$ cat config.mk
export PLATFORM = sky130hd
export DESIGN_NAME = cvbh_top
export DESIGN_NICKNAME = d
export VERILOG_FILES = /design/src/cvbh_fifo.sv /design/src/cvbh_top.sv
export SDC_FILE = /design/constraint.sdc
export NUM_CORES = 1
export LEC_CHECK = 0
export BUFFER_PORTS_ARGS = -buffer_cell sky130_fd_sc_hd__buf_2
export CAP_MARGIN = 40
export CORE_ASPECT_RATIO = 0.8
export CORE_MARGIN = 2
export CORE_UTILIZATION = 42
export DETAILED_ROUTE_END_ITERATION = 10
export PLACE_DENSITY = 0.71
export SLEW_MARGIN = 40
export SYNTH_ARGS = -nofsm -noshare
export SYNTH_HDL_FRONTEND = slang
export SYNTH_SLANG_ARGS = --single-unit
$ cat constraint.sdc
create_clock -name CLOCK -period 6.5 [get_ports CLOCK]
set_input_delay 0.975 -clock CLOCK [delete_from_list [all_inputs] [get_ports CLOCK]]
set_output_delay 0.975 -clock CLOCK [all_outputs]
set_load 0.02 [all_outputs]
$ cat src/cvbh_fifo.sv
package cvbh_pkg;

  // Bit history and reset pattern
  localparam int            HIST_LEN_DEF    = 4;
  localparam logic [3:0]    HIST_RST        = 4'h5;
  localparam logic          OUT_RST         = 1'b1;
  localparam logic          SLOPE_RST       = 1'b0;

  // System clock
  localparam int            CLK_PERIOD_NS   = 40;

  // Codec clock shape limits
  localparam int            CLK_HIGH_MIN_NS = 300;
  localparam int            CLK_LOW_MIN_NS  = 900;
  localparam int            CLK_HIGH_CYC    = (CLK_HIGH_MIN_NS + CLK_PERIOD_NS - 1) / CLK_PERIOD_NS;
  localparam int            CLK_LOW_CYC     = (CLK_LOW_MIN_NS + CLK_PERIOD_NS - 1) / CLK_PERIOD_NS;

  // Level counter
  localparam int            CNT_W           = 5;
  localparam logic [4:0]    CNT_MAX         = 5'h1f;
  localparam logic [4:0]    CNT_ONE         = 5'h01;

  // Output buffer
  localparam int            FIFO_DEPTH_DEF  = 8;

  typedef enum logic [1:0] {
    ST_LOW   = 2'h0,
    ST_HIGH  = 2'h1,
    ST_ARMED = 2'h3
  } cvbh_phase_e;

endpackage : cvbh_pkg

`timescale 1ns/10ps

module cvbh_fifo #(
  parameter int WIDTH = 5,
  parameter int DEPTH = 8
) (
  input  wire logic             clk,
  input  wire logic             rst_n,
  input  wire logic             in_valid,
  input  wire logic [WIDTH-1:0] in_data,
  output logic                  in_ready,
  output logic                  out_valid,
  output logic      [WIDTH-1:0] out_data,
  input  wire logic             out_ready
);

  localparam int AW = (DEPTH > 1) ? $clog2(DEPTH) : 1;
  localparam int CW = $clog2(DEPTH + 1);

  logic [WIDTH-1:0] mem_ff [DEPTH];
  logic [AW-1:0]    wr_ptr_ff;
  logic [AW-1:0]    rd_ptr_ff;
  logic [CW-1:0]    count_ff;
  logic             out_valid_ff;
  logic [WIDTH-1:0] out_data_ff;
  logic             push;
  logic             pop;

  // Output stage refills from the array whenever it is empty or being taken
  assign in_ready  = (count_ff != CW'(DEPTH));
  assign push      = in_valid && in_ready;
  assign pop       = (count_ff != '0) && (!out_valid_ff || out_ready);
  assign out_valid = out_valid_ff;
  assign out_data  = out_data_ff;

  always_ff @(posedge clk) begin
    if (push) begin
      mem_ff[wr_ptr_ff] <= in_data;
    end
  end

  always_ff @(posedge clk or negedge rst_n) begin
    if (!rst_n) begin
      wr_ptr_ff <= '0;
    end else if (push) begin
      wr_ptr_ff <= (wr_ptr_ff == AW'(DEPTH - 1)) ? '0 : wr_ptr_ff + AW'(1);
    end
  end

  always_ff @(posedge clk or negedge rst_n) begin
    if (!rst_n) begin
      rd_ptr_ff <= '0;
    end else if (pop) begin
      rd_ptr_ff <= (rd_ptr_ff == AW'(DEPTH - 1)) ? '0 : rd_ptr_ff + AW'(1);
    end
  end

  always_ff @(posedge clk or negedge rst_n) begin
    if (!rst_n) begin
      count_ff <= '0;
    end else if (push && !pop) begin
      count_ff <= count_ff + CW'(1);
    end else if (pop && !push) begin
      count_ff <= count_ff - CW'(1);
    end
  end

  always_ff @(posedge clk or negedge rst_n) begin
    if (!rst_n) begin
      out_valid_ff <= 1'b0;
      out_data_ff  <= '0;
    end else if (pop) begin
      out_valid_ff <= 1'b1;
      out_data_ff  <= mem_ff[rd_ptr_ff];
    end else if (out_ready) begin
      out_valid_ff <= 1'b0;
    end
  end

endmodule : cvbh_fifo

$ cat src/cvbh_top.sv
`timescale 1ns/10ps

module cvbh_top
  import cvbh_pkg::*;
#(
  parameter int HIST_LEN   = HIST_LEN_DEF,
  parameter int FIFO_DEPTH = FIFO_DEPTH_DEF
) (
  input  wire logic                CLOCK,
  input  wire logic                RESET_N,
  input  wire logic                CODEC_CLK,
  input  wire logic                ENC_SEL,
  input  wire logic                CMP_ABOVE,
  input  wire logic                DATA_IN,
  input  wire logic                CLR_FLAGS,
  output logic                     DIGITAL_OUT,
  output logic                     SLOPE_UP,
  output logic                     COINC_N_O,
  output logic                     COINC_N_OE,
  output logic                     TIMING_ERR,
  output logic                     OVERRUN,
  output logic                     HIST_VALID,
  output logic [HIST_LEN:0]        HIST_DATA,
  input  wire logic                HIST_READY
);

  logic                codec_prev_ff;
  logic                codec_rise;
  logic                codec_fall;
  cvbh_phase_e         phase_ff;
  cvbh_phase_e         nxt_phase;
  logic [CNT_W-1:0]    level_cnt_ff;
  logic                high_ok;
  logic                low_ok;
  logic                sample;
  logic                glitch;
  logic                new_bit;
  logic [HIST_LEN-1:0] hist_ff;
  logic [HIST_LEN-1:0] nxt_hist;
  logic                nxt_coinc;
  logic                digital_out_ff;
  logic                slope_up_ff;
  logic                coinc_o_ff;
  logic                coinc_oe_ff;
  logic                timing_err_ff;
  logic                overrun_ff;
  logic                fifo_in_ready;

  // Codec clock is a sampled level, not a clock; edges found by comparison
  always_ff @(posedge CLOCK or negedge RESET_N) begin
    if (!RESET_N) begin
      codec_prev_ff <= 1'b0;
    end else begin
      codec_prev_ff <= CODEC_CLK;
    end
  end

  assign codec_rise = CODEC_CLK && !codec_prev_ff;
  assign codec_fall = !CODEC_CLK && codec_prev_ff;

  // Samples spent at the present codec clock level, saturating
  always_ff @(posedge CLOCK or negedge RESET_N) begin
    if (!RESET_N) begin
      level_cnt_ff <= CNT_MAX;
    end else if (codec_rise || codec_fall) begin
      level_cnt_ff <= CNT_ONE;
    end else if (level_cnt_ff != CNT_MAX) begin
      level_cnt_ff <= level_cnt_ff + CNT_ONE;
    end
  end

  assign high_ok = (level_cnt_ff >= CNT_W'(CLK_HIGH_CYC));
  assign low_ok  = (level_cnt_ff >= CNT_W'(CLK_LOW_CYC));

  always_comb begin
    nxt_phase = phase_ff;
    case (phase_ff)
      ST_LOW: begin
        if (codec_rise) begin
          nxt_phase = ST_HIGH;
        end
      end
      ST_HIGH: begin
        if (codec_fall) begin
          nxt_phase = ST_LOW;
        end else if (high_ok) begin
          nxt_phase = ST_ARMED;
        end
      end
      ST_ARMED: begin
        if (codec_fall) begin
          nxt_phase = ST_LOW;
        end
      end
      default: begin
        nxt_phase = ST_LOW;
      end
    endcase
  end

  always_ff @(posedge CLOCK or negedge RESET_N) begin
    if (!RESET_N) begin
      phase_ff <= ST_LOW;
    end else begin
      phase_ff <= nxt_phase;
    end
  end

  // Falling-edge only update
  // A high pulse shorter than the minimum is a glitch; shifting on it
  // would corrupt the history on both ends of the link
  assign sample = codec_fall && ((phase_ff == ST_ARMED) || (phase_ff == ST_HIGH && high_ok));
  assign glitch = codec_fall && !sample;

  assign new_bit = ENC_SEL ? !CMP_ABOVE : !DATA_IN;

  assign nxt_hist  = {hist_ff[HIST_LEN-2:0], new_bit};
  assign nxt_coinc = (&nxt_hist) || !(|nxt_hist);

  always_ff @(posedge CLOCK or negedge RESET_N) begin
    if (!RESET_N) begin
      hist_ff <= HIST_LEN'(HIST_RST);
    end else if (sample) begin
      hist_ff <= nxt_hist;
    end
  end

  always_ff @(posedge CLOCK or negedge RESET_N) begin
    if (!RESET_N) begin
      digital_out_ff <= OUT_RST;
    end else if (sample) begin
      digital_out_ff <= new_bit;
    end
  end

  always_ff @(posedge CLOCK or negedge RESET_N) begin
    if (!RESET_N) begin
      slope_up_ff <= SLOPE_RST;
    end else if (sample) begin
      slope_up_ff <= !new_bit;
    end
  end

  // Same detect in decode
  // Open-drain: enable pulls the pin low while coincidence holds
  always_ff @(posedge CLOCK or negedge RESET_N) begin
    if (!RESET_N) begin
      coinc_oe_ff <= 1'b0;
      coinc_o_ff  <= 1'b0;
    end else if (sample) begin
      coinc_oe_ff <= nxt_coinc;
      coinc_o_ff  <= 1'b0;
    end
  end

  // Clock shape error, sticky; a new error wins over a clear
  always_ff @(posedge CLOCK or negedge RESET_N) begin
    if (!RESET_N) begin
      timing_err_ff <= 1'b0;
    end else if (glitch || (codec_rise && phase_ff == ST_LOW && !low_ok)) begin
      timing_err_ff <= 1'b1;
    end else if (CLR_FLAGS) begin
      timing_err_ff <= 1'b0;
    end
  end

  // The codec clock cannot be stalled, so a full buffer drops the word
  always_ff @(posedge CLOCK or negedge RESET_N) begin
    if (!RESET_N) begin
      overrun_ff <= 1'b0;
    end else if (sample && !fifo_in_ready) begin
      overrun_ff <= 1'b1;
    end else if (CLR_FLAGS) begin
      overrun_ff <= 1'b0;
    end
  end

  cvbh_fifo #(
    .WIDTH (HIST_LEN + 1),
    .DEPTH (FIFO_DEPTH)
  ) u_fifo (
    .clk       (CLOCK),
    .rst_n     (RESET_N),
    .in_valid  (sample),
    .in_data   ({new_bit, nxt_hist}),
    .in_ready  (fifo_in_ready),
    .out_valid (HIST_VALID),
    .out_data  (HIST_DATA),
    .out_ready (HIST_READY)
  );

  assign DIGITAL_OUT = digital_out_ff;
  assign SLOPE_UP    = slope_up_ff;
  assign COINC_N_O   = coinc_o_ff;
  assign COINC_N_OE  = coinc_oe_ff;
  assign TIMING_ERR  = timing_err_ff;
  assign OVERRUN     = overrun_ff;
endmodule : cvbh_top

Yosys cells after proc, flatten, opt, wreduce, memory -nomap -nowiden:

Memories as Yosys holds them, arrays and structs flattened. A register that Yosys moved wholly into a read port is not among the register bits.
Index checks and enable logic that the tools add are counted.
Widths: inputs -> output; s select.

* add/subtract/negate cells: 5
* magnitude comparators: 2
* equal/unequal tests: 9
* multiplexer cells: 19
* reduce and logical (&&, ||, !) cells: 40

Operator list (number)
* $logic_not 1->1: 13
* $logic_and 1x1->1: 12
* $mux 5: 2
* $reduce_bool 2->1: 5
* $mux 1: 8
* $mux 2: 4
* $mux 4: 2
* $add 3x1->3 const B: 2
* $eq 3x3->1 const B: 2
* $mux 3: 2
* $pmux 2 s3: 1
* $add 5x1->5 const B: 1
* $ge 5x4->1 const B: 1
* $ge 5x5->1 const B: 1
* $logic_or 1x1->1: 5
* $ne 5x5->1 const B: 1
* $add 4x1->4 const B: 1
* $ne 2x2->1 const B: 2
* $ne 4x4->1 const B: 1
* $reduce_and 4->1: 1
* $reduce_bool 4->1: 1
* $reduce_or 4->1: 1
* $sub 4x1->4 const B: 1
* $ne 3x3->1 const B: 1
* 4 further kinds: 4

* bits in registers: 27
* RAM bits: 40
* bits of input ports: 8
* output and inout port bits: 12
* logic and storage cells: 89
* memories: 1

Memories
* u_fifo.mem_ff: words 8, bits a word 5, read ports 1, clocked after memory_dff 1, wr ports 1, RTL line cvbh_fifo.sv:53 `logic [WIDTH-1:0] mem_ff [DEPTH];`

Logic depth before layout (Yosys ltp):

* depth in word-level cells: 9
* gate-level depth with buffers: 13

By module:

From an unflattened synthesis, not the netlist that was laid out.

* cells, all modules: 236
* area total of the unflattened synthesis: 3155.5 um2

Modules (own cells, without submodules)
* cvbh_fifo: instances 1, cells an instance 166, area each 2411.1 um2, sequential area each 1601.5 um2
* cvbh_top: instances 1, cells an instance 70, area each 744.5 um2, sequential area each 384.1 um2

Least setup slack after synthesis:

Ideal clock, no wire load.

* path type: input -> register
* from: input port CODEC_CLK
* to: register u_fifo.count_ff[3]
* arrival: 2.865 ns
* required time: 6.364 ns
* setup slack: 3.499 ns
* cell stages on the path: 12
* buffers on the path: 1
* cells stage by stage: inv_1 -> ha_1 -> and3_1 -> buf_6 -> nand2_8 -> inv_6 -> ha_1 -> inv_1 -> ha_1 -> a21o_1 -> a2111oi_0 -> o31ai_1

* word-level cells in the longest chain between the ends: 7
* elaborated cells on any way between the ends: 9

Ends and longest elaborated chain
* start, declared: RTL line cvbh_top.sv:11 `input wire logic CODEC_CLK,`
* $logic_not 1->1 (*): RTL line cvbh_top.sv:59 `assign codec_fall = !CODEC_CLK && codec_prev_ff;`
* $logic_and 1x1->1 (*): RTL line cvbh_top.sv:59
* $logic_and 1x1->1 (*): RTL line cvbh_top.sv:112 `assign sample = codec_fall && ((phase_ff == ST_ARMED) || (phase_ff == ST_HIGH && high_ok));`
* $logic_and 1x1->1 (*): RTL line cvbh_fifo.sv:64 `assign push = in_valid && in_ready;`
* via u_fifo.push: RTL line cvbh_fifo.sv:59 `logic push;`
* $logic_not 1->1: RTL line cvbh_fifo.sv:96 `end else if (pop && !push) begin`
* $logic_and 1x1->1: RTL line cvbh_fifo.sv:96
* $reduce_bool 2->1 (no line)
* end signal, assigned: RTL line cvbh_fifo.sv:95 `count_ff <= count_ff + CW'(1);`
* end signal, assigned: RTL line cvbh_fifo.sv:97 `count_ff <= count_ff - CW'(1);`
* end, declared: RTL line cvbh_fifo.sv:56 `logic [CW-1:0] count_ff;`

Mark *: on every way through the listed nets, which the timed path passes. The rest lies on a longest branch.
A chain may end at the register's enable or synchronous reset.

Worst setup path after layout:

Ends and elaborated chain as after synthesis.

==> reports/results.tsv <==
stage	metric	value	unit
drt	Detailed Routing Iterations Pass 1	4	
floorplanning	full die area	0.007340	mm²
sta	crit path time final	3.144	ns
clock_tree	CTS tree	yes	
global_routing	initial antenna violation count	0	
yosys	Yosys reg bits	62	
yosys	post-synth cell types	45	
cells_and_area	post-route cell area	0.003137	mm²
floorplanning	die span in x	95.29	µm
worst_setup_path	critical path class	input pin to flip-flop	
worst_hold_path	Worst Hold Endpoint	u_fifo.out_data[2]	
yosys	largest cells by area after synthesis	edfxtp_1 34%, dfrtp_1 21%, mux2i_1 7.1%	
worst_setup_path	reg-to-reg endpoint	u_fifo.count_ff[3]	
yosys	main flop type after synthesis	edfxtp_1	
placement	setup slack at placement	3.025	ns
global_routing	Tot GR Track Use	14.92	%
clock_tree	CTS buffer count	9	
yosys	register area share after synthesis	61.44	%
clock_tree	clk buf depth	2	
floorplanning	Die Y	77.03	µm
drt	DRC errors left	0	
cells_and_area	fillers	549	
cells_and_area	commonest non-fill, non-tap cell in the layout	edfxtp_1	
sta	fin. max-slew vios	0	
drt	Routed Antenna Nets	0	
clock_tree	clk_lat worst skew	0.33	ns
drt	initial DRC count	71	
floorplanning	row cnt	26	
sta	fmax	0.3181	GHz
sta	RSZ-0062 raised after global routing	no	
placement	DPL Wire Length	3265	µm
drt	routed via count	1580	
clock_tree	Post-CTS Hold Fix Bufs	0	
power_and_ir_drop	total power	0.001156	W
placement	port buffer count	18	
power_and_ir_drop	power per standard cell area	368.6	mW/mm²
worst_setup_path	R2R Setup Slk	3.64	ns
yosys	mean post-synth cell area	14.07	µm²
global_routing	GRT Residual Overflow	0	
worst_hold_path	worst hold start	u_fifo.out_data[2]	
global_routing	first-pass GRT wire length	8148	µm
worst_setup_path	CP required	6.70	ns
worst_setup_path	maximum fanout along the worst path	7	
worst_setup_path	Crit. End Element	flip-flop	
sta	Slew @ Worst Pin	0.7522	ns
sta	Final Skew	0.009967	ns
floorplanning	Core ar.	0.006409	mm²
worst_setup_path	worst reg2reg path depth	7	
floorplanning	Starting Density	43.69	%
cells_and_area	share of cells above drive strength 1	25.22	%
yosys	post-synth top area share	34.32	%
yosys	Syn Inst Count	199	
power_and_ir_drop	P_leak	1.263	nW
cells_and_area	Ant. Diodes	0	
job	max cap viols	0	
sta	Post-Route Setup TNS	0	ns
clock_tree	cts repair resizes	0	
clock_tree	Root Driver	clkbuf_8	
worst_setup_path	FF-to-FF Start	u_fifo.count_ff[1]	
power_and_ir_drop	maximum vdd drop	0.1540	mV
yosys	ys async rst share	48.39	%
cells_and_area	most frequent cells in the layout	32 x edfxtp_1, 22 x dfrtp_1, 21 x nand2_1	
sta	Setup WS post-layout	3.356	ns
worst_hold_path	hold path cells	2	
sta	final setup vio count	0	
drt	drt total wl	4677	µm
clock_tree	clk sinks	62	
clock_tree	Clock transition at path regs	0.07	ns
clock_tree	postcts setup bufs	0	
placement	Final GP Congestion	0.7366	
worst_setup_path	Critical Path AT	3.35	ns
global_routing	vias in the first global route	1638	
yosys	Syn. warnings	0	
yosys	Mapped Nets	219	
sta	period utilization	48.36	%
placement	Cell Area, Placed	0.002972	mm²
yosys	Mapped Area	0.002800	mm²
drt	WL per Instance	15.09	µm
floorplanning	# IOs	20	
worst_hold_path	HP Class	flip-flop to flip-flop	
sta	Slew HR	49.68	%
clock_tree	Max H-tree Level	3	
worst_setup_path	Worst setup SP type	input pin	
drt	DR vias/cell	5.097	
global_routing	largest net degree at the start of global routing	31	
cells_and_area	final net count	241	
cells_and_area	area delta synth->final	12.02	%
yosys	number of flops mapped to enable cells by yosys	32	
yosys	Synth area leader	edfxtp_1	
sta	Fin. Hold Viols	0	
status	outcome	completed	
==> report_power, final <==
part | switching (W) | internal (W)
sequential | 0.000106 | 0.000480
combinational | 0.000135 | 0.000156
clock | 0.000143 | 0.000137
==> cell families after synthesis <==
| group | count (synthesis) | share of synthesized area, % |
|---|---|---|
| adder cells (fa/ha/maj) | 12 | 5.630 |
| buffers and inverters | 13 | 2.904 |
| other | 1 | 0.1339 |
| XOR/XNOR | 5 | 1.564 |
| flip-flops | 62 | 61.44 |
| multiplexers | 30 | 13.18 |
| AO/OA/AOI/OAI | 20 | 4.692 |
| AND/OR/NAND/NOR | 56 | 10.46 |
==> layout make-up <==
type	count	area [µm²]	area share, %
clock inverters	6	37.54	1.197
inverters	6	27.53	0.8775
multi-input cells	124	1027	32.75
repair buffers	18	90.09	2.872
flip-flops and latches	62	1722	54.89
clock buffers	10	127.6	4.069
well taps	84	105.1	3.351
==> cell usage after synthesis (all sizes together), types with 2 or more instances <==
library cell	instances
nor2b	4
nand2b	4
o21ai	7
buf	6
xnor2	4
a21o	3
mux4	4
inv	6
dfrtp	23
nor2	6
ha	11
edfxtp	32
and2	2
nand2	22
mux2	6
and3	2
nor3	9
a21oi	2
dfstp	7
mux2i	20
==> sequential cells by signal, indices dropped and copies added, names as in the netlist <==
| signal | cells |
|---|---|
| OVERRUN | 1 |
| u_fifo.wr_ptr_ff | 3 |
| u_fifo.out_data | 4 |
| level_cnt_ff | 5 |
| phase_ff | 2 |
| u_fifo.mem_ff | 32 |
| TIMING_ERR | 1 |
| u_fifo.rd_ptr_ff | 3 |
| codec_prev_ff | 1 |
| u_fifo.count_ff | 4 |
| SLOPE_UP | 1 |
| COINC_N_OE | 1 |
| hist_ff | 3 |
| u_fifo.out_valid | 1 |
==> through the flow <==
stage / std cells / utilization (%) / hold WS [ns]
floorplan: 199 / - / 0.4853
global placement: 294 / 46.02 / 0.4602
detailed placement: 294 / 46.37 / 0.4729
CTS: 310 / 48.95 / 0.4900
global route: 310 / 48.95 / 0.5151
finish: 310 / 48.95 / 0.4813
==> worst max-delay path by stage <==
stage | startpoint | end | slack (ns) | cells past startpoint
after floorplan | CODEC_CLK | u_fifo.count_ff[3] | 3.50 | 12
after global placement | CODEC_CLK | u_fifo.count_ff[3] | 3.14 | 12
after detailed placement | CODEC_CLK | u_fifo.count_ff[3] | 3.03 | 12
after CTS | CODEC_CLK | u_fifo.count_ff[3] | 3.36 | 12
after global routing | CODEC_CLK | u_fifo.count_ff[3] | 3.16 | 12
final | CODEC_CLK | u_fifo.count_ff[3] | 3.36 | 12
==> routing by layer <==
metal,vias to the layer above,global-route usage (%),part of all wire (%)
met5,-,0,0
met4,0,5.217,1.6
li1,771,-,-
met3,5,5.108,3.6
met2,23,22.54,46
met1,781,20.00,49
==> critical path, stage by stage <==
cell and delay (ns):
buf_2 0.11, inv_1 0.05, ha_1 0.23, and3_1 0.40
nand2_8 0.11, inv_6 0.10, ha_1 0.20, inv_1 0.13
ha_1 0.29, a21o_1 0.19, a2111oi_0 0.42, o31ai_1 0.14
No activity file was read; power rests on OpenSTA's default activity.
